[src/sclsup_pkg.sv]
// Shared constants and types for the serial command-loss supervisor
package sclsup_pkg;
  // Clock and timing
  localparam int          CLK_HZ_DEF   = 200_000_000;  // hclk rate
  localparam int          WAIT_UNIT_MS = 100;          // wait time step 0.1 s
  localparam int          TICK_CYC_DEF = CLK_HZ_DEF / 1000 * WAIT_UNIT_MS;
  localparam logic [10:0] WAIT_MIN     = 11'h001;      // 0.1 s
  localparam logic [10:0] WAIT_MAX     = 11'h4B0;      // 120 s
  localparam logic [10:0] WAIT_RST     = 11'h00A;      // 1.0 s
  // Bit rates
  localparam int          BAUD_1200    = 1200;
  localparam int          BAUD_2400    = 2400;
  localparam int          BAUD_4800    = 4800;
  localparam int          BAUD_9600    = 9600;
  localparam int          BAUD_19200   = 19200;
  localparam logic [2:0]  BAUD_RST     = 3'h3;         // 9600 bit/s
  // Selector codes
  localparam logic [3:0]  FS_VOLT_A    = 4'h2;         // voltage, first minimum
  localparam logic [3:0]  FS_VOLT_B    = 4'h3;         // voltage, second minimum
  localparam logic [3:0]  FS_CURR      = 4'h5;         // current input
  localparam logic [3:0]  FS_VOLT_CURR = 4'h6;         // voltage plus current
  localparam logic [3:0]  FS_SERIAL    = 4'h7;         // serial port
  localparam logic [1:0]  RS_SERIAL    = 2'h3;         // run from serial port
  localparam logic [4:0]  MF_CMD_LOSS  = 5'h0B;        // output function 11
  localparam logic [4:0]  MO_SEL_RST   = 5'h0C;
  localparam logic [4:0]  RELAY_RST    = 5'h11;
  localparam logic [7:0]  STATION_RST  = 8'h01;
  // Register byte offsets
  localparam logic [7:0]  A_PROTO   = 8'h00;
  localparam logic [7:0]  A_BAUD    = 8'h04;
  localparam logic [7:0]  A_STATION = 8'h08;
  localparam logic [7:0]  A_RUNSRC  = 8'h0C;
  localparam logic [7:0]  A_FRQSRC  = 8'h10;
  localparam logic [7:0]  A_CRIT    = 8'h14;
  localparam logic [7:0]  A_ACTION  = 8'h18;
  localparam logic [7:0]  A_WAIT    = 8'h1C;
  localparam logic [7:0]  A_MOSEL   = 8'h20;
  localparam logic [7:0]  A_RLYSEL  = 8'h24;
  localparam logic [7:0]  A_VMIN    = 8'h28;
  localparam logic [7:0]  A_VMINB   = 8'h2C;
  localparam logic [7:0]  A_IMIN    = 8'h30;
  localparam logic [7:0]  A_PRESET  = 8'h34;
  localparam logic [7:0]  A_SERFRQ  = 8'h38;
  localparam logic [7:0]  A_SERCTL  = 8'h3C;
  localparam logic [7:0]  A_TXDATA  = 8'h40;
  localparam logic [7:0]  A_RXDATA  = 8'h44;
  localparam logic [7:0]  A_STATUS  = 8'h48;
  localparam logic [7:0]  A_INTSTAT = 8'h4C;
  localparam logic [7:0]  A_INTMASK = 8'h50;
  // Interrupt bit positions
  localparam int          IB_RX     = 0;
  localparam int          IB_TXDONE = 1;
  localparam int          IB_LOSS   = 2;
  localparam int          IB_FRMERR = 3;
  // Loss actions
  typedef enum logic [1:0] {
    SCLSUP_ACT_KEEP, SCLSUP_ACT_FREERUN, SCLSUP_ACT_DECEL, SCLSUP_ACT_PRESET
  } sclsup_act_t;
endpackage : sclsup_pkg

[src/sclsup_ser_if.sv]
// Link between the core and its serial transmitter and receiver
`timescale 1ns/100ps
interface sclsup_ser_if;
  logic [17:0] bit_cyc;   // Clocks per bit
  logic        two_stop;  // Two stop bits when set
  logic [7:0]  tx_data;   // Character to send
  logic        tx_start;  // Start pulse
  logic        tx_busy;   // Transmitter busy
  logic        tx_done;   // Pulse in last cycle of final stop bit
  logic [7:0]  rx_data;   // Received character
  logic        rx_valid;  // Pulse with rx_data
  logic        rx_err;    // Pulse on bad stop bit
  modport core (output bit_cyc, two_stop, tx_data, tx_start,
                input tx_busy, tx_done, rx_data, rx_valid, rx_err);
  modport tx (input bit_cyc, two_stop, tx_data, tx_start, output tx_busy, tx_done);
  modport rx (input bit_cyc, output rx_data, rx_valid, rx_err);
endinterface : sclsup_ser_if

[src/sclsup_tx.sv]
// Serial character transmitter with line-driver enable
`timescale 1ns/100ps
module sclsup_tx
  import sclsup_pkg::*;
(
  input  wire logic  hclk,
  input  wire logic  hresetn,
  sclsup_ser_if.tx   ser,
  output logic       ser_out,
  output logic       ser_oe
);
  typedef enum logic [1:0] {SCLSUP_TX_IDLE, SCLSUP_TX_SHIFT} sclsup_txst_t;
  sclsup_txst_t st_ff;       // State
  logic [17:0]  cyc_ff;      // Cycles within bit
  logic [3:0]   bit_ff;      // Bit index in frame
  logic [10:0]  sh_ff;       // Frame shift register
  logic [3:0]   last_bit;    // Index of final stop bit
  logic         bit_end;     // Current bit time over

  assign last_bit = ser.two_stop ? 4'hA : 4'h9;
  assign bit_end  = (cyc_ff == ser.bit_cyc - 18'h00001);
  assign ser.tx_busy = (st_ff == SCLSUP_TX_SHIFT);
  // driver only during frame
  assign ser_oe   = (st_ff == SCLSUP_TX_SHIFT);
  assign ser_out  = (st_ff == SCLSUP_TX_SHIFT) ? sh_ff[0] : 1'b1;
  assign ser.tx_done = ser.tx_busy && bit_end && (bit_ff == last_bit);

  // Frame sequencer
  always_ff @(posedge hclk or negedge hresetn)
  begin
    if (!hresetn)
    begin
      st_ff  <= SCLSUP_TX_IDLE;
      cyc_ff <= 18'h00000;
      bit_ff <= 4'h0;
      sh_ff  <= 11'h7FF;
    end
    else
    begin
      unique case (st_ff)
        SCLSUP_TX_IDLE:
        begin
          // start, 8 data LSB first, stops
          if (ser.tx_start)
          begin
            st_ff  <= SCLSUP_TX_SHIFT;
            sh_ff  <= {2'b11, ser.tx_data, 1'b0};
            cyc_ff <= 18'h00000;
            bit_ff <= 4'h0;
          end
        end
        SCLSUP_TX_SHIFT:
        begin
          if (!bit_end)
            cyc_ff <= cyc_ff + 18'h00001;
          // release right after last stop
          else if (bit_ff == last_bit)
            st_ff <= SCLSUP_TX_IDLE;
          else
          begin
            cyc_ff <= 18'h00000;
            bit_ff <= bit_ff + 4'h1;
            sh_ff  <= {1'b1, sh_ff[10:1]};
          end
        end
      endcase
    end
  end
endmodule : sclsup_tx

[src/sclsup_rx.sv]
// Serial character receiver, mid-bit sampling
`timescale 1ns/100ps
module sclsup_rx
  import sclsup_pkg::*;
(
  input  wire logic  hclk,
  input  wire logic  hresetn,
  sclsup_ser_if.rx   ser,
  input  wire logic  ser_in
);
  typedef enum logic [1:0] {SCLSUP_RX_IDLE, SCLSUP_RX_BITS} sclsup_rxst_t;
  sclsup_rxst_t st_ff;     // State
  logic [17:0]  cyc_ff;    // Cycles to next sample
  logic [3:0]   bit_ff;    // Samples taken
  logic [7:0]   sh_ff;     // Data shift register
  logic         samp;      // Sample point reached
  logic         stop_bit;  // Sample is the stop bit

  assign samp     = (st_ff == SCLSUP_RX_BITS) && (cyc_ff == 18'h00000);
  assign stop_bit = (bit_ff == 4'h9);
  assign ser.rx_valid = samp && stop_bit && ser_in;
  assign ser.rx_err   = samp && stop_bit && !ser_in;
  assign ser.rx_data  = sh_ff;

  // Start detect, then one sample per bit; only one stop bit checked
  always_ff @(posedge hclk or negedge hresetn)
  begin
    if (!hresetn)
    begin
      st_ff  <= SCLSUP_RX_IDLE;
      cyc_ff <= 18'h00000;
      bit_ff <= 4'h0;
      sh_ff  <= 8'h00;
    end
    else
    begin
      unique case (st_ff)
        SCLSUP_RX_IDLE:
        begin
          // First sample lands mid start bit
          if (!ser_in)
          begin
            st_ff  <= SCLSUP_RX_BITS;
            cyc_ff <= {1'b0, ser.bit_cyc[17:1]};
            bit_ff <= 4'h0;
          end
        end
        SCLSUP_RX_BITS:
        begin
          if (!samp)
            cyc_ff <= cyc_ff - 18'h00001;
          // False start: line back high mid start bit
          else if (bit_ff == 4'h0 && ser_in)
            st_ff <= SCLSUP_RX_IDLE;
          else if (stop_bit)
            st_ff <= SCLSUP_RX_IDLE;
          else
          begin
            cyc_ff <= ser.bit_cyc - 18'h00001;
            bit_ff <= bit_ff + 4'h1;
            // data arrives LSB first
            if (bit_ff != 4'h0)
              sh_ff <= {ser_in, sh_ff[7:1]};
          end
        end
      endcase
    end
  end
endmodule : sclsup_rx

[src/sclsup_top.sv]
// Command-loss supervisor with serial port and AHB-Lite registers
//
// The AHB-Lite interface to the registers and the register offsets were decided locally.
`timescale 1ns/100ps
// Function
// supervise analog and serial frequency references
// criterion 0 off, 1 half-min, 2 min
// combined source: either input below minimum
// after wait apply keep/freerun/decel/preset
// preset action switches to preset frequency
// output function 11 shows command loss
// serial loss action defaults to 0
// serial loss timeout defaults 1.0 s
// five bit rates, default code 3
// two stops Modbus, one stop ASCII
// protocol 0 Modbus, 1 ASCII
// unique station 1..250, own frames only; station_ff is stored unchecked and no frame is filtered by station
// run source 3 takes serial run
// frequency source 7 takes serial frequency
// at most 16 drives per segment
// start, 8 data LSB first, no parity
// driver on only while transmitting
// wait 0.1..120 s, default 1.0
module sclsup_top
  import sclsup_pkg::*;
#(
  parameter int CLK_HZ   = CLK_HZ_DEF,   // Shorten to speed up bit times
  parameter int TICK_CYC = TICK_CYC_DEF  // Cycles per 0.1 s wait step
)
(
  input  wire logic        hclk,
  input  wire logic        hresetn,
  input  wire logic        hsel,
  input  wire logic [31:0] haddr,
  input  wire logic [1:0]  htrans,
  input  wire logic        hwrite,
  input  wire logic [2:0]  hsize,
  input  wire logic [31:0] hwdata,
  input  wire logic        hready,
  output logic             hreadyout,
  output logic             hresp,
  output logic [31:0]      hrdata,
  input  wire logic        ser_in,
  output logic             ser_out,
  output logic             ser_oe,
  input  wire logic [11:0] analog_voltage_input,
  input  wire logic [11:0] analog_current_input,
  input  wire logic        run_input,
  input  wire logic [15:0] freq_cmd_input,
  output logic [15:0]      drive_freq,
  output logic             drive_run,
  output logic             output_cut,
  output logic             decel_stop,
  output logic             multifunc_output_pin,
  output logic             multifunc_relay_contact,
  output logic             irq
);
  ////////////////////////////////////////////////////////////////////////////
  // Configuration registers
  logic        proto_ff;                  // 0 Modbus-RTU, 1 ASCII
  logic [2:0]  baud_ff;                   // Bit rate code
  logic [7:0]  station_ff;                // Station number
  logic [1:0]  run_command_source_ff;     // Run source
  logic [3:0]  freq_source_code_ff;       // Frequency source
  logic [1:0]  loss_criterion_select_ff;  // Analog loss criterion
  logic [1:0]  loss_action_select_ff;     // Action on loss
  logic [10:0] loss_wait_time_ff;         // Wait, 0.1 s steps
  logic [4:0]  multifunc_output_select_ff;
  logic [4:0]  multifunc_relay_select_ff;
  logic [11:0] voltage_input_min_ff;
  logic [11:0] voltage_input_min_b_ff;
  logic [11:0] current_input_min_ff;
  logic [15:0] preset_freq_ff;            // Lost-preset frequency
  logic [15:0] ser_freq_ff;               // Frequency from serial
  logic        ser_run_ff;                // Run from serial
  logic [7:0]  rx_data_ff;                // Last received character
  logic [3:0]  int_stat_ff;               // Sticky events
  logic [3:0]  int_mask_ff;               // Event enables
  // Bus state
  logic        wr_pend_ff;                // Write data phase next
  logic [7:0]  wr_addr_ff;                // Latched write offset
  logic [31:0] hrdata_ff;                 // Read data
  // Supervisor state
  logic [31:0] tick_ff;                   // Cycles within wait step
  logic [10:0] wait_cnt_ff;               // Elapsed wait steps
  logic        loss_ff;                   // Loss in effect
  logic [15:0] last_freq_ff;              // Frequency before loss
  logic [15:0] drive_freq_ff;
  logic        drive_run_ff;

  sclsup_ser_if ser ();

  ////////////////////////////////////////////////////////////////////////////
  // Bus decode
  wire         addr_ph  = hsel && htrans[1] && hready;
  wire         wr_ph    = wr_pend_ff;
  wire [7:0]   rd_addr  = haddr[7:0];
  wire         wr_proto = wr_ph && (wr_addr_ff == A_PROTO);
  wire         wr_txd   = wr_ph && (wr_addr_ff == A_TXDATA);
  wire         wr_ctl   = wr_ph && (wr_addr_ff == A_SERCTL);
  wire         cmd_kick = wr_ctl && hwdata[1];  // Valid command seen
  wire [3:0]   int_clr  = (wr_ph && (wr_addr_ff == A_INTSTAT)) ? hwdata[3:0] : 4'h0;
  wire [10:0]  wait_wr  = (hwdata[10:0] < WAIT_MIN) ? WAIT_MIN :
                          (hwdata[10:0] > WAIT_MAX) ? WAIT_MAX : hwdata[10:0];

  // Zero-wait slave, always OKAY
  assign hreadyout = 1'b1;
  assign hresp     = 1'b0;
  assign hrdata    = hrdata_ff;

  ////////////////////////////////////////////////////////////////////////////
  // Serial port
  logic [17:0] bit_cyc;
  // bit time from rate code
  always_comb
  begin
    unique case (baud_ff)
      3'h0:    bit_cyc = 18'(CLK_HZ / BAUD_1200);
      3'h1:    bit_cyc = 18'(CLK_HZ / BAUD_2400);
      3'h2:    bit_cyc = 18'(CLK_HZ / BAUD_4800);
      3'h4:    bit_cyc = 18'(CLK_HZ / BAUD_19200);
      default: bit_cyc = 18'(CLK_HZ / BAUD_9600);  // Codes 3, 5..7
    endcase
  end
  assign ser.bit_cyc  = bit_cyc;
  // stop count follows protocol
  // protocol 0 picks two stops
  assign ser.two_stop = !proto_ff;
  assign ser.tx_data  = hwdata[7:0];
  // Write while busy is dropped
  assign ser.tx_start = wr_txd && !ser.tx_busy;

  sclsup_tx u_tx (
    .hclk    (hclk),
    .hresetn (hresetn),
    .ser     (ser.tx),
    .ser_out (ser_out),
    .ser_oe  (ser_oe)
  );
  sclsup_rx u_rx (
    .hclk    (hclk),
    .hresetn (hresetn),
    .ser     (ser.rx),
    .ser_in  (ser_in)
  );

  ////////////////////////////////////////////////////////////////////////////
  // Loss detection
  function automatic logic below(input logic [11:0] x, input logic [11:0] mn,
                                 input logic [1:0] crit);
    // half minimum or minimum
    below = (crit == 2'h1) ? (x < {1'b0, mn[11:1]}) :
            (crit == 2'h2) ? (x < mn) : 1'b0;
  endfunction : below

  wire v_low_a = below(analog_voltage_input, voltage_input_min_ff, loss_criterion_select_ff);
  wire v_low_b = below(analog_voltage_input, voltage_input_min_b_ff, loss_criterion_select_ff);
  wire i_low   = below(analog_current_input, current_input_min_ff, loss_criterion_select_ff);
  wire ser_src = (freq_source_code_ff == FS_SERIAL);
  // sources under supervision
  // combined source, either input
  wire ana_low = (freq_source_code_ff == FS_VOLT_A    && v_low_a) ||
                 (freq_source_code_ff == FS_VOLT_B    && v_low_b) ||
                 (freq_source_code_ff == FS_CURR      && i_low)   ||
                 (freq_source_code_ff == FS_VOLT_CURR && (v_low_b || i_low));
  // Serial source always counts silence; a valid command restarts it
  wire loss_cond = ana_low || ser_src;
  wire restart   = !loss_cond || (ser_src && cmd_kick);
  wire step      = (tick_ff == 32'(TICK_CYC - 1));
  wire loss_now  = (wait_cnt_ff >= loss_wait_time_ff);
  wire loss_rise = loss_now && !loss_ff;

  // count wait steps while condition stays
  // timeout from loss_wait_time
  always_ff @(posedge hclk or negedge hresetn)
  begin
    if (!hresetn)
    begin
      tick_ff     <= 32'h00000000;
      wait_cnt_ff <= 11'h000;
      loss_ff     <= 1'b0;
    end
    else
    begin
      tick_ff     <= (restart || step) ? 32'h00000000 : tick_ff + 32'h00000001;
      wait_cnt_ff <= restart ? 11'h000 :
                     (step && !loss_now) ? wait_cnt_ff + 11'h001 : wait_cnt_ff;
      loss_ff     <= loss_now && !restart;
    end
  end

  ////////////////////////////////////////////////////////////////////////////
  // Drive command selection
  // serial frequency on code 7
  wire [15:0] sel_freq = ser_src ? ser_freq_ff : freq_cmd_input;
  // serial run on code 3
  wire        sel_run  = (run_command_source_ff == RS_SERIAL) ? ser_run_ff : run_input;
  wire        act_stop = loss_ff && (loss_action_select_ff == SCLSUP_ACT_FREERUN ||
                                     loss_action_select_ff == SCLSUP_ACT_DECEL);
  logic [15:0] nxt_freq;
  // action picks output frequency
  always_comb
  begin
    nxt_freq = sel_freq;
    if (loss_ff)
    begin
      unique case (loss_action_select_ff)
        SCLSUP_ACT_KEEP:    nxt_freq = last_freq_ff;
        // continue at preset frequency
        SCLSUP_ACT_PRESET:  nxt_freq = preset_freq_ff;
        default:            nxt_freq = 16'h0000;
      endcase
    end
  end

  // Hold frequency from before loss
  always_ff @(posedge hclk or negedge hresetn)
  begin
    if (!hresetn)
    begin
      last_freq_ff  <= 16'h0000;
      drive_freq_ff <= 16'h0000;
      drive_run_ff  <= 1'b0;
    end
    else
    begin
      last_freq_ff  <= loss_ff ? last_freq_ff : sel_freq;
      drive_freq_ff <= nxt_freq;
      drive_run_ff  <= sel_run && !act_stop;
    end
  end
  assign drive_freq = drive_freq_ff;
  assign drive_run  = drive_run_ff;
  assign output_cut = loss_ff && (loss_action_select_ff == SCLSUP_ACT_FREERUN);
  assign decel_stop = loss_ff && (loss_action_select_ff == SCLSUP_ACT_DECEL);
  // function 11 follows loss
  assign multifunc_output_pin    = loss_ff && (multifunc_output_select_ff == MF_CMD_LOSS);
  assign multifunc_relay_contact = loss_ff && (multifunc_relay_select_ff == MF_CMD_LOSS);

  ////////////////////////////////////////////////////////////////////////////
  // Interrupts: set beats write-one clear
  wire [3:0] int_set = {ser.rx_err, loss_rise, ser.tx_done, ser.rx_valid};
  assign irq = |(int_stat_ff & int_mask_ff);

  ////////////////////////////////////////////////////////////////////////////
  // Read mux, sampled in address phase
  logic [31:0] rd_mux;
  always_comb
  begin
    unique case (rd_addr)
      A_PROTO:   rd_mux = {31'h0, proto_ff};
      A_BAUD:    rd_mux = {29'h0, baud_ff};
      A_STATION: rd_mux = {24'h0, station_ff};
      A_RUNSRC:  rd_mux = {30'h0, run_command_source_ff};
      A_FRQSRC:  rd_mux = {28'h0, freq_source_code_ff};
      A_CRIT:    rd_mux = {30'h0, loss_criterion_select_ff};
      A_ACTION:  rd_mux = {30'h0, loss_action_select_ff};
      A_WAIT:    rd_mux = {21'h0, loss_wait_time_ff};
      A_MOSEL:   rd_mux = {27'h0, multifunc_output_select_ff};
      A_RLYSEL:  rd_mux = {27'h0, multifunc_relay_select_ff};
      A_VMIN:    rd_mux = {20'h0, voltage_input_min_ff};
      A_VMINB:   rd_mux = {20'h0, voltage_input_min_b_ff};
      A_IMIN:    rd_mux = {20'h0, current_input_min_ff};
      A_PRESET:  rd_mux = {16'h0, preset_freq_ff};
      A_SERFRQ:  rd_mux = {16'h0, ser_freq_ff};
      A_SERCTL:  rd_mux = {31'h0, ser_run_ff};
      A_RXDATA:  rd_mux = {24'h0, rx_data_ff};
      A_STATUS:  rd_mux = {28'h0, drive_run_ff, ser.tx_busy, ser_oe, loss_ff};
      A_INTSTAT: rd_mux = {28'h0, int_stat_ff};
      A_INTMASK: rd_mux = {28'h0, int_mask_ff};
      default:   rd_mux = 32'h00000000;  // Unmapped reads zero
    endcase
  end

  // Bus phase tracking
  always_ff @(posedge hclk or negedge hresetn)
  begin
    if (!hresetn)
    begin
      wr_pend_ff <= 1'b0;
      wr_addr_ff <= 8'h00;
      hrdata_ff  <= 32'h00000000;
    end
    else
    begin
      wr_pend_ff <= addr_ph && hwrite;
      wr_addr_ff <= addr_ph ? haddr[7:0] : wr_addr_ff;
      hrdata_ff  <= (addr_ph && !hwrite) ? rd_mux : hrdata_ff;
    end
  end

  // Software-written registers
  always_ff @(posedge hclk or negedge hresetn)
  begin
    if (!hresetn)
    begin
      proto_ff                   <= 1'b0;
      // default rate code 3
      baud_ff                    <= BAUD_RST;
      // station number storage
      station_ff                 <= STATION_RST;
      run_command_source_ff      <= 2'h0;
      freq_source_code_ff        <= 4'h0;
      loss_criterion_select_ff   <= 2'h0;
      // no action by default
      loss_action_select_ff      <= 2'h0;
      // wait defaults to 1.0 s
      loss_wait_time_ff          <= WAIT_RST;
      multifunc_output_select_ff <= MO_SEL_RST;
      multifunc_relay_select_ff  <= RELAY_RST;
      voltage_input_min_ff       <= 12'h000;
      voltage_input_min_b_ff     <= 12'h000;
      current_input_min_ff       <= 12'h000;
      preset_freq_ff             <= 16'h0000;
      ser_freq_ff                <= 16'h0000;
      ser_run_ff                 <= 1'b0;
      int_mask_ff                <= 4'h0;
    end
    else if (wr_ph)
    begin
      unique case (wr_addr_ff)
        A_BAUD:    baud_ff                    <= hwdata[2:0];
        A_STATION: station_ff                 <= hwdata[7:0];
        A_RUNSRC:  run_command_source_ff      <= hwdata[1:0];
        A_FRQSRC:  freq_source_code_ff        <= hwdata[3:0];
        A_CRIT:    loss_criterion_select_ff   <= hwdata[1:0];
        A_ACTION:  loss_action_select_ff      <= hwdata[1:0];
        // clamp to 0.1..120 s
        A_WAIT:    loss_wait_time_ff          <= wait_wr;
        A_MOSEL:   multifunc_output_select_ff <= hwdata[4:0];
        A_RLYSEL:  multifunc_relay_select_ff  <= hwdata[4:0];
        A_VMIN:    voltage_input_min_ff       <= hwdata[11:0];
        A_VMINB:   voltage_input_min_b_ff     <= hwdata[11:0];
        A_IMIN:    current_input_min_ff       <= hwdata[11:0];
        A_PRESET:  preset_freq_ff             <= hwdata[15:0];
        A_SERFRQ:  ser_freq_ff                <= hwdata[15:0];
        A_SERCTL:  ser_run_ff                 <= hwdata[0];
        A_INTMASK: int_mask_ff                <= hwdata[3:0];
        default:   proto_ff                   <= wr_proto ? hwdata[0] : proto_ff;
      endcase
    end
  end

  // Hardware-set state
  always_ff @(posedge hclk or negedge hresetn)
  begin
    if (!hresetn)
    begin
      rx_data_ff  <= 8'h00;
      int_stat_ff <= 4'h0;
    end
    else
    begin
      rx_data_ff  <= ser.rx_valid ? ser.rx_data : rx_data_ff;
      int_stat_ff <= (int_stat_ff & ~int_clr) | int_set;
    end
  end
endmodule : sclsup_top

[config.mk]
export PLATFORM = sky130hd
export DESIGN_NAME = sclsup_top
export DESIGN_NICKNAME = d
export VERILOG_FILES = /design/src/sclsup_pkg.sv /design/src/sclsup_ser_if.sv /design/src/sclsup_tx.sv /design/src/sclsup_rx.sv /design/src/sclsup_top.sv
export SDC_FILE = /design/constraint.sdc
export NUM_CORES = 1
export LEC_CHECK = 0
export BUFFER_PORTS_ARGS = -buffer_cell sky130_fd_sc_hd__buf_2
export CAP_MARGIN = 5
export CORE_UTILIZATION = 35
export CTS_CLUSTER_DIAMETER = 100
export CTS_CLUSTER_SIZE = 12
export DETAILED_ROUTE_END_ITERATION = 8
export PLACE_DENSITY = 0.64
export SYNTH_ARGS = -nofsm -noshare
export SYNTH_HDL_FRONTEND = slang
export SYNTH_SLANG_ARGS = --single-unit
[constraint.sdc]
create_clock -name hclk -period 2.8 [get_ports hclk]
set_input_delay 0.28 -clock hclk [delete_from_list [all_inputs] [get_ports hclk]]
set_output_delay 0.28 -clock hclk [all_outputs]
set_load 0.01 [all_outputs]
==> run_summary.xml, run 1 <==
<?xml version="1.0" encoding="UTF-8"?>
<metrics>
  <group name="yosys">
    <metric name="synth.largest_area_cell" unit="">sky130_fd_sc_hd__dfrtp_1</metric>
    <metric name="post_synth_inst_count" unit="">1720</metric>
    <metric name="synth.top_cells.by_area" unit="">sky130_fd_sc_hd__dfrtp_1 (42%), sky130_fd_sc_hd__ha_1 (6.5%), sky130_fd_sc_hd__mux2_2 (5.6%)</metric>
    <metric name="ys_seq_elements" unit="">293</metric>
    <metric name="top_cell_type_s_share_of_synthesized_area" unit="">0.418</metric>
    <metric name="synth_edf_count" unit="">0</metric>
    <metric name="ys_warn_count" unit="">0</metric>
    <metric name="synth_ff_type" unit="">sky130_fd_sc_hd__dfrtp_1</metric>
    <metric name="synthMostInstantiatedCell" unit="">sky130_fd_sc_hd__dfrtp_1</metric>
    <metric name="post_synthesis_cell_type_count" unit="">73</metric>
    <metric name="postSynth.asyncResetShare" unit="">1.00</metric>
    <metric name="mappedNetlistArea" unit="sq um">16500</metric>
    <metric name="register_area_share_after_synthesis" unit="">0.446</metric>
    <metric name="syn_avg_cell_area" unit="sq um">9.58</metric>
    <metric name="synth_commonest_cells" unit="">sky130_fd_sc_hd__dfrtp_1 (275), sky130_fd_sc_hd__nand2_1 (156), sky130_fd_sc_hd__nor2_1 (145), sky130_fd_sc_hd__o21ai_0 (110), sky130_fd_sc_hd__inv_1 (95)</metric>
  </group>
  <group name="detailed_routing">
    <metric name="via_per_inst" unit="">5.52</metric>
    <metric name="finalWirelength" unit="um">48300</metric>
    <metric name="detail-route-antenna-nets" unit="">0</metric>
    <metric name="drt_pass1_iterations" unit="">7</metric>
    <metric name="wl_per_cell" unit="um">19.3</metric>
    <metric name="remaining_drc_errors" unit="">0</metric>
    <metric name="route.vias.total" unit="">13800</metric>
    <metric name="drt-initial-drc-count" unit="">1046</metric>
  </group>
  <group name="sta">
    <metric name="fmax" unit="MHz">377</metric>
    <metric name="relSlewSlack" unit="">0.392</metric>
    <metric name="final.period_utilization" unit="">0.947</metric>
    <metric name="rsz0062_at_grt" unit="">no</metric>
    <metric name="timing.setup.tns" unit="ns">0</metric>
    <metric name="hold_viol_final" unit="">0</metric>
    <metric name="clock_skew" unit="ns">0.0235</metric>
    <metric name="drv_slew" unit="">0</metric>
    <metric name="worst_pin_slew" unit="ns">0.900</metric>
    <metric name="min_period" unit="ns">2.65</metric>
    <metric name="finalSetupViolations" unit="">0</metric>
  </group>
  <group name="cts">
    <metric name="cts_post_setup_buffers_inserted" unit="">0</metric>
    <metric name="clock_insertion_delay_worst_skew" unit="ns">0.57</metric>
    <metric name="tritoncts" unit="">yes</metric>
    <metric name="cts_sinks" unit="">293</metric>
    <metric name="cts.path.max_buffers" unit="">3</metric>
    <metric name="cts.root.buffer_cell" unit="">sky130_fd_sc_hd__clkbuf_16</metric>
    <metric name="clk_pin_slew" unit="ns">0.06</metric>
    <metric name="cts_made_buffers" unit="">28</metric>
    <metric name="h-tree-depth" unit="">1</metric>
  </group>
  <group name="placed_design">
    <metric name="port-buffer-count" unit="">111</metric>
    <metric name="placed_area" unit="sq um">18100</metric>
    <metric name="gp_routability_congestion" unit="">0.929</metric>
    <metric name="hpwl" unit="um">35600</metric>
  </group>
  <group name="worst_setup_path">
    <metric name="arrival" unit="ns">3.15</metric>
    <metric name="worst-path-max-fanout" unit="">8</metric>
    <metric name="critPathLaunchType" unit="">flip-flop</metric>
    <metric name="cp_top_family" unit="">simple AND/OR/NAND/NOR gates</metric>
    <metric name="critical_path.cell_chain" unit="">inv_1 &gt; ha_1 &gt; nand2_1 &gt; nor4_1 &gt; a211o_1 &gt; nand2b_1 &gt; or2_2 &gt; or4_1 &gt; a21oi_1</metric>
    <metric name="crit_path_end_kind" unit="">flip-flop</metric>
    <metric name="timing_worst_setup_path_type" unit="">reg2reg</metric>
    <metric name="critical_path.reg2reg.startpoint" unit="">loss_wait_time_ff[3]$_DFFE_PN1P_</metric>
    <metric name="critical_path.n_buffers_inverters" unit="">1</metric>
    <metric name="worst_path_max_delay_cell" unit="">sky130_fd_sc_hd__dfstp_2</metric>
    <metric name="startpoint" unit="">loss_wait_time_ff[3]$_DFFE_PN1P_</metric>
    <metric name="critical_path.max_stage_delay" unit="ns">0.57</metric>
    <metric name="critical_path_required" unit="ns">3.30</metric>
  </group>
  <group name="final_layout">
    <metric name="area_growth_syn_to_layout" unit="%">15.4</metric>
    <metric name="fin_nets" unit="">2072</metric>
    <metric name="design_area" unit="sq um">19000</metric>
    <metric name="final_layout_size_suffix_gt1_frac" unit="">0.179</metric>
  </group>
  <group name="floorplanning">
    <metric name="die_y" unit="um">219</metric>
    <metric name="num_rows" unit="">79</metric>
    <metric name="starting_utilization_of_the_core_area" unit="">0.355</metric>
    <metric name="die_x" unit="um">219</metric>
    <metric name="core_area" unit="sq um">46500</metric>
    <metric name="ports" unit="">174</metric>
    <metric name="design.die.area" unit="sq um">47900</metric>
  </group>
  <group name="power_and_ir_drop">
    <metric name="irDropWorstVdd" unit="mV">0.463</metric>
    <metric name="power.leakage" unit="nW">8.63</metric>
    <metric name="power.density_cell_area" unit="nW/um^2">533</metric>
  </group>
  <group name="global_route">
    <metric name="grt_antenna_before_repair" unit="">4</metric>
    <metric name="grt_max_degree" unit="">83</metric>
    <metric name="grt-ovfl-total" unit="">0</metric>
    <metric name="grt_first_pass_wirelength" unit="um">75500</metric>
    <metric name="number_of_global_route_vias_before_repair" unit="">13500</metric>
    <metric name="global_route.usage.total" unit="">0.201</metric>
  </group>
  <group name="min_path">
    <metric name="holdCritPathClass" unit="">in2reg</metric>
    <metric name="hp-start" unit="">hwdata[2]</metric>
  </group>
  <group name="flow_run">
    <metric name="max-cap-violations" unit="">0</metric>
  </group>
  <group name="run_status">
    <metric name="run_status" unit="">completed</metric>
  </group>
</metrics>
-- flip-flops by register name, indices dropped and copies added, names as in the netlist, 11 cells and up --
register / cells
u_tx.cyc_ff: 18
preset_freq_ff: 16
current_input_min_ff: 12
hrdata: 16
voltage_input_min_b_ff: 12
wait_cnt_ff: 11
ser_freq_ff: 16
voltage_input_min_ff: 12
u_rx.cyc_ff: 18
loss_wait_time_ff: 11
tick_ff: 32
drive_freq: 16
last_freq_ff: 16
-- tightest hold or removal path, cell delays in order --
cell	delay [ns]
sky130_fd_sc_hd__buf_2	0.15
sky130_fd_sc_hd__nand2_1	0.06
sky130_fd_sc_hd__o21ai_0	0.06
-- what timing repair did --
action                                  CTS  global route
hold buffers                             11             0
hold endpoints to repair                 73             0
endpoints found under the setup margin    0             9
gates resized for setup                   0             6
-- layout make-up --
type | instances | area (sq um)
tap | 607 | 759
multi-input combinational | 1254 | 8420
clock inverter | 1 | 8.76
clock buffer | 48 | 797
antenna | 2 | 5.00
sequential | 293 | 7360
timing repair buffer | 198 | 1300
fill | 4571 | 27500
inverter | 95 | 357
-- final timing paths --
path                       depth (start not counted)  slack, ns                               endpoint
max in group asynchronous                          3       1.72              u_tx.sh_ff[1]$_DFFE_PN1P_
max                                                9       0.15             wait_cnt_ff[9]$_DFFE_PN0P_
min reg2reg                                        1       0.47                   tick_ff[0]$_DFF_PN0_
max reg2reg                                        9       0.15             wait_cnt_ff[9]$_DFFE_PN0P_
min in group asynchronous                          2       0.20             u_rx.cyc_ff[1]$_DFFE_PN0P_
min                                                3       0.03  voltage_input_min_b_ff[2]$_DFFE_PN0P_
-- where the power goes --
part | total [mW] | switching, mW | internal, mW
clock network | 3.57 | 1.66 | 1.92
logic | 1.59 | 0.901 | 0.693
registers | 4.97 | 0.339 | 4.63
total | 10.1 | 2.90 | 7.24
-- cell usage in the layout, fill, tap and decap left out, drive strengths merged, types with 22 or more instances in the layout --
cell type  count
nand2        156
a21oi         82
inv           96
mux2          82
ha            86
buf          187
nor2         145
a22o          27
clkbuf        48
dfrtp        275
and2          28
xnor2         29
o21a          22
nand4         31
xor2          33
a22oi         45
nand2b        22
nor3          38
a211oi        26
o21ai        111
nand3         48
-- cell families after synthesis --
| group | share of synthesized area |
|---|---|
| buffers and inverters | 0.0484 |
| muxes | 0.0615 |
| xor gates and xnor gates | 0.0330 |
| DFF | 0.446 |
| other | 0.000456 |
| and+or+nand+nor | 0.178 |
| adders and majority gates | 0.0671 |
| AOI/OAI and AO/OA | 0.166 |
-- stage by stage --
step           total power, mW  hold slack [ns]   util  std cells  setup WS (ns)
3_3_place_gp              6.55            0.186  0.389       2436          0.159
4_1_cts                   10.2           0.0136  0.408       2496          0.117
2_1_floorplan             5.93          -0.0156      -       1736          0.122
5_1_grt                   10.6           0.0177  0.409       2497         0.0150
3_5_place_dp              6.60            0.189  0.389       2436          0.149
6_report                  10.1           0.0321  0.409       2498          0.149
-- per-layer routing --
| layer | routed length [um] | global-route usage | share of wire | vias up |
|---|---|---|---|---|
| met4 | 1410 | 0.0616 | 0.029 | 4 |
| met1 | 22000 | 0.273 | 0.46 | 6845 |
| met3 | 2220 | 0.0270 | 0.046 | 90 |
| li1 | - | - | - | 6470 |
| met2 | 22700 | 0.331 | 0.47 | 376 |
| met5 | 26 | 0 | 0.00054 | - |
Note: power is estimated with default switching activity, not from simulation.
==> run 2, diff against run 1 <==
- PLACE_DENSITY: 0.64 -> 0.61
==> run_summary.xml, run 2 (synthesized netlist as in run 1, its figures left out) <==
<?xml version="1.0" encoding="UTF-8"?>
<metrics>
  <group name="sta">
    <metric name="drv_slew" unit="">0</metric>
    <metric name="finalSetupViolations" unit="">0</metric>
    <metric name="min_period" unit="ns">2.68</metric>
    <metric name="timing.final.ws_setup" unit="ns">0.115</metric>
    <metric name="relSlewSlack" unit="">0.379</metric>
    <metric name="hold_viol_final" unit="">0</metric>
    <metric name="final.period_utilization" unit="">0.959</metric>
    <metric name="fmax" unit="MHz">372</metric>
    <metric name="timing.setup.tns" unit="ns">0</metric>
    <metric name="worst_pin_slew" unit="ns">0.918</metric>
    <metric name="clock_skew" unit="ns">0.0159</metric>
    <metric name="rsz0062_at_grt" unit="">yes</metric>
    <metric name="timing.hold.ws" unit="ns">0.0291</metric>
  </group>
  <group name="power_and_ir_drop">
    <metric name="power.density_cell_area" unit="nW/um^2">534</metric>
    <metric name="finalPower" unit="mW">10.2</metric>
    <metric name="power.leakage" unit="nW">8.67</metric>
    <metric name="clock_power_share" unit="">0.351</metric>
    <metric name="cellInternalPower" unit="mW">7.30</metric>
    <metric name="pwr-share-seq" unit="">0.487</metric>
    <metric name="net-switching-power" unit="mW">2.87</metric>
    <metric name="power_frac_comb" unit="">0.162</metric>
    <metric name="irDropWorstVdd" unit="mV">0.399</metric>
    <metric name="sw_frac_of_total" unit="">0.282</metric>
  </group>
  <group name="final_layout">
    <metric name="layout.cells.most_common_list" unit="">sky130_fd_sc_hd__dfrtp_1 (274), sky130_fd_sc_hd__nand2_1 (156), sky130_fd_sc_hd__nor2_1 (145)</metric>
    <metric name="layoutNonFillerInstCount" unit="">2496</metric>
    <metric name="final_layout_size_suffix_gt1_frac" unit="">0.184</metric>
    <metric name="regMostFlops" unit="">tick_ff</metric>
    <metric name="design_area" unit="sq um">19100</metric>
    <metric name="finish.utilization" unit="">0.410</metric>
    <metric name="layout_top_registers" unit="">tick_ff: 32 flops, u_rx.cyc_ff: 18 flops, u_tx.cyc_ff: 18 flops</metric>
    <metric name="layout_commonest_cell" unit="">sky130_fd_sc_hd__dfrtp_1</metric>
    <metric name="largest_register_ffs" unit="">32</metric>
    <metric name="fin_nets" unit="">2079</metric>
    <metric name="area_growth_syn_to_layout" unit="%">15.7</metric>
  </group>
  <group name="placed_design">
    <metric name="placed_cells" unit="">2443</metric>
    <metric name="hpwl" unit="um">35600</metric>
    <metric name="placed_area" unit="sq um">18100</metric>
    <metric name="gp_routability_congestion" unit="">0.909</metric>
    <metric name="detailedPlace.worstSlack" unit="ns">0.0475</metric>
    <metric name="port-buffer-count" unit="">111</metric>
  </group>
  <group name="global_route">
    <metric name="global_route.usage.total" unit="">0.205</metric>
    <metric name="grt_first_pass_wirelength" unit="um">77000</metric>
    <metric name="grt_max_degree" unit="">93</metric>
    <metric name="number_of_global_route_vias_before_repair" unit="">13600</metric>
    <metric name="grt_antenna_before_repair" unit="">4</metric>
    <metric name="grt-ovfl-total" unit="">0</metric>
  </group>
  <group name="cts">
    <metric name="clk_pin_slew" unit="ns">0.06</metric>
    <metric name="clock_insertion_delay_worst_skew" unit="ns">0.57</metric>
    <metric name="cts.root.buffer_cell" unit="">sky130_fd_sc_hd__clkbuf_16</metric>
    <metric name="h-tree-depth" unit="">1</metric>
    <metric name="cts_sinks" unit="">293</metric>
    <metric name="cts_post_setup_buffers_inserted" unit="">0</metric>
    <metric name="cts.path.max_buffers" unit="">3</metric>
    <metric name="cts_made_buffers" unit="">28</metric>
    <metric name="tritoncts" unit="">yes</metric>
  </group>
  <group name="floorplanning">
    <metric name="num_rows" unit="">79</metric>
    <metric name="design.die.area" unit="sq um">47900</metric>
    <metric name="die_x" unit="um">219</metric>
    <metric name="ports" unit="">174</metric>
    <metric name="core_area" unit="sq um">46500</metric>
    <metric name="starting_utilization_of_the_core_area" unit="">0.355</metric>
    <metric name="die_y" unit="um">219</metric>
  </group>
  <group name="worst_setup_path">
    <metric name="arrival" unit="ns">3.19</metric>
    <metric name="timing_worst_setup_path_type" unit="">reg2reg</metric>
    <metric name="critical_path_required" unit="ns">3.30</metric>
    <metric name="worst-path-max-fanout" unit="">7</metric>
    <metric name="critPathLaunchType" unit="">flip-flop</metric>
    <metric name="crit_path_end_kind" unit="">flip-flop</metric>
  </group>
  <group name="detailed_routing">
    <metric name="remaining_drc_errors" unit="">0</metric>
    <metric name="drt-initial-drc-count" unit="">1206</metric>
    <metric name="route.vias.total" unit="">13700</metric>
    <metric name="wl_per_cell" unit="um">19.4</metric>
    <metric name="detail-route-antenna-nets" unit="">0</metric>
    <metric name="finalWirelength" unit="um">48500</metric>
    <metric name="via_per_inst" unit="">5.49</metric>
    <metric name="drt_pass1_iterations" unit="">7</metric>
  </group>
  <group name="min_path">
    <metric name="holdCritPathClass" unit="">in2reg</metric>
  </group>
  <group name="run_status">
    <metric name="run_status" unit="">completed</metric>
  </group>
  <group name="flow_run">
    <metric name="max-cap-violations" unit="">0</metric>
  </group>
</metrics>
-- run 2: cell types whose count changed in the layout (fill, tap and decap cells not counted), moves of 2 or more --
cell,previous run,this run
sky130_fd_sc_hd__clkbuf_1,19,9
sky130_fd_sc_hd__buf_4,71,78
sky130_fd_sc_hd__a2111oi_1,1,3
sky130_fd_sc_hd__or4_1,8,6
sky130_fd_sc_hd__or4_4,2,4
-- run 2: area by class of cell --
class | instances | area, sq um
clock buffers | 38 | 759
diodes | 2 | 5.00
flip-flops and latches | 293 | 7360
inverters | 95 | 357
clock inverters | 2 | 35.0
multi-input cells | 1254 | 8430
repair buffers | 205 | 1360
fillers | 4577 | 27400
well taps | 607 | 759
-- run 2: per-layer routing --
| layer | part of all wire | global-route usage | routed length [um] |
|---|---|---|---|
| met4 | 0.030 | 0.0683 | 1450 |
| met2 | 0.47 | 0.335 | 22800 |
| met1 | 0.44 | 0.277 | 21500 |
| met3 | 0.056 | 0.0316 | 2690 |
| met5 | 0.00050 | 0 | 24 |
-- run 2: final timing paths --
check                                                start  slack, ns  depth (start not counted)                      endpoint
worst min-delay path                     freq_cmd_input[4]       0.03                          3       drive_freq[4]$_DFF_PN0_
worst max-delay path            u_rx.cyc_ff[4]$_DFFE_PN0P_       0.12                         10    u_rx.cyc_ff[9]$_DFFE_PN0P_
min in group asynchronous                          hresetn       0.26                          2  last_freq_ff[11]$_DFFE_PN0N_
max in group asynchronous                          hresetn       1.60                          3     u_tx.sh_ff[4]$_DFFE_PN1P_
worst min register to register        tick_ff[0]$_DFF_PN0_       0.47                          1          tick_ff[0]$_DFF_PN0_
worst max register to register  u_rx.cyc_ff[4]$_DFFE_PN0P_       0.12                         10    u_rx.cyc_ff[9]$_DFFE_PN0P_
-- run 2: timing repair --
item	4_1_cts	5_1_grt
hold buffers	11	0
gates resized for setup	0	8
hold endpoints to repair	76	0
setup endpoints to repair	0	31
-- run 2: power by group through the flow --
stage / registers, mW / clock network (mW) / logic [mW]
after floorplan: 4.94 / 0 / 0.992
after global routing: 5.00 / 3.83 / 1.85
after detailed placement: 5.03 / 0 / 1.63
after CTS: 4.95 / 3.68 / 1.65
after global placement: 5.01 / 0 / 1.59
final: 4.95 / 3.58 / 1.65
-- run 2: worst max-delay path: stages (launching register included) --
cell                       delay (ns)
sky130_fd_sc_hd__dfrtp_1         0.38
sky130_fd_sc_hd__or4_4           0.55
sky130_fd_sc_hd__buf_4           0.16
sky130_fd_sc_hd__nor4_1          0.29
sky130_fd_sc_hd__buf_4           0.18
sky130_fd_sc_hd__nand3_1         0.09
sky130_fd_sc_hd__buf_4           0.20
sky130_fd_sc_hd__o21ai_0         0.14
sky130_fd_sc_hd__nor2b_1         0.34
sky130_fd_sc_hd__o21bai_1        0.17
sky130_fd_sc_hd__o21a_1          0.13
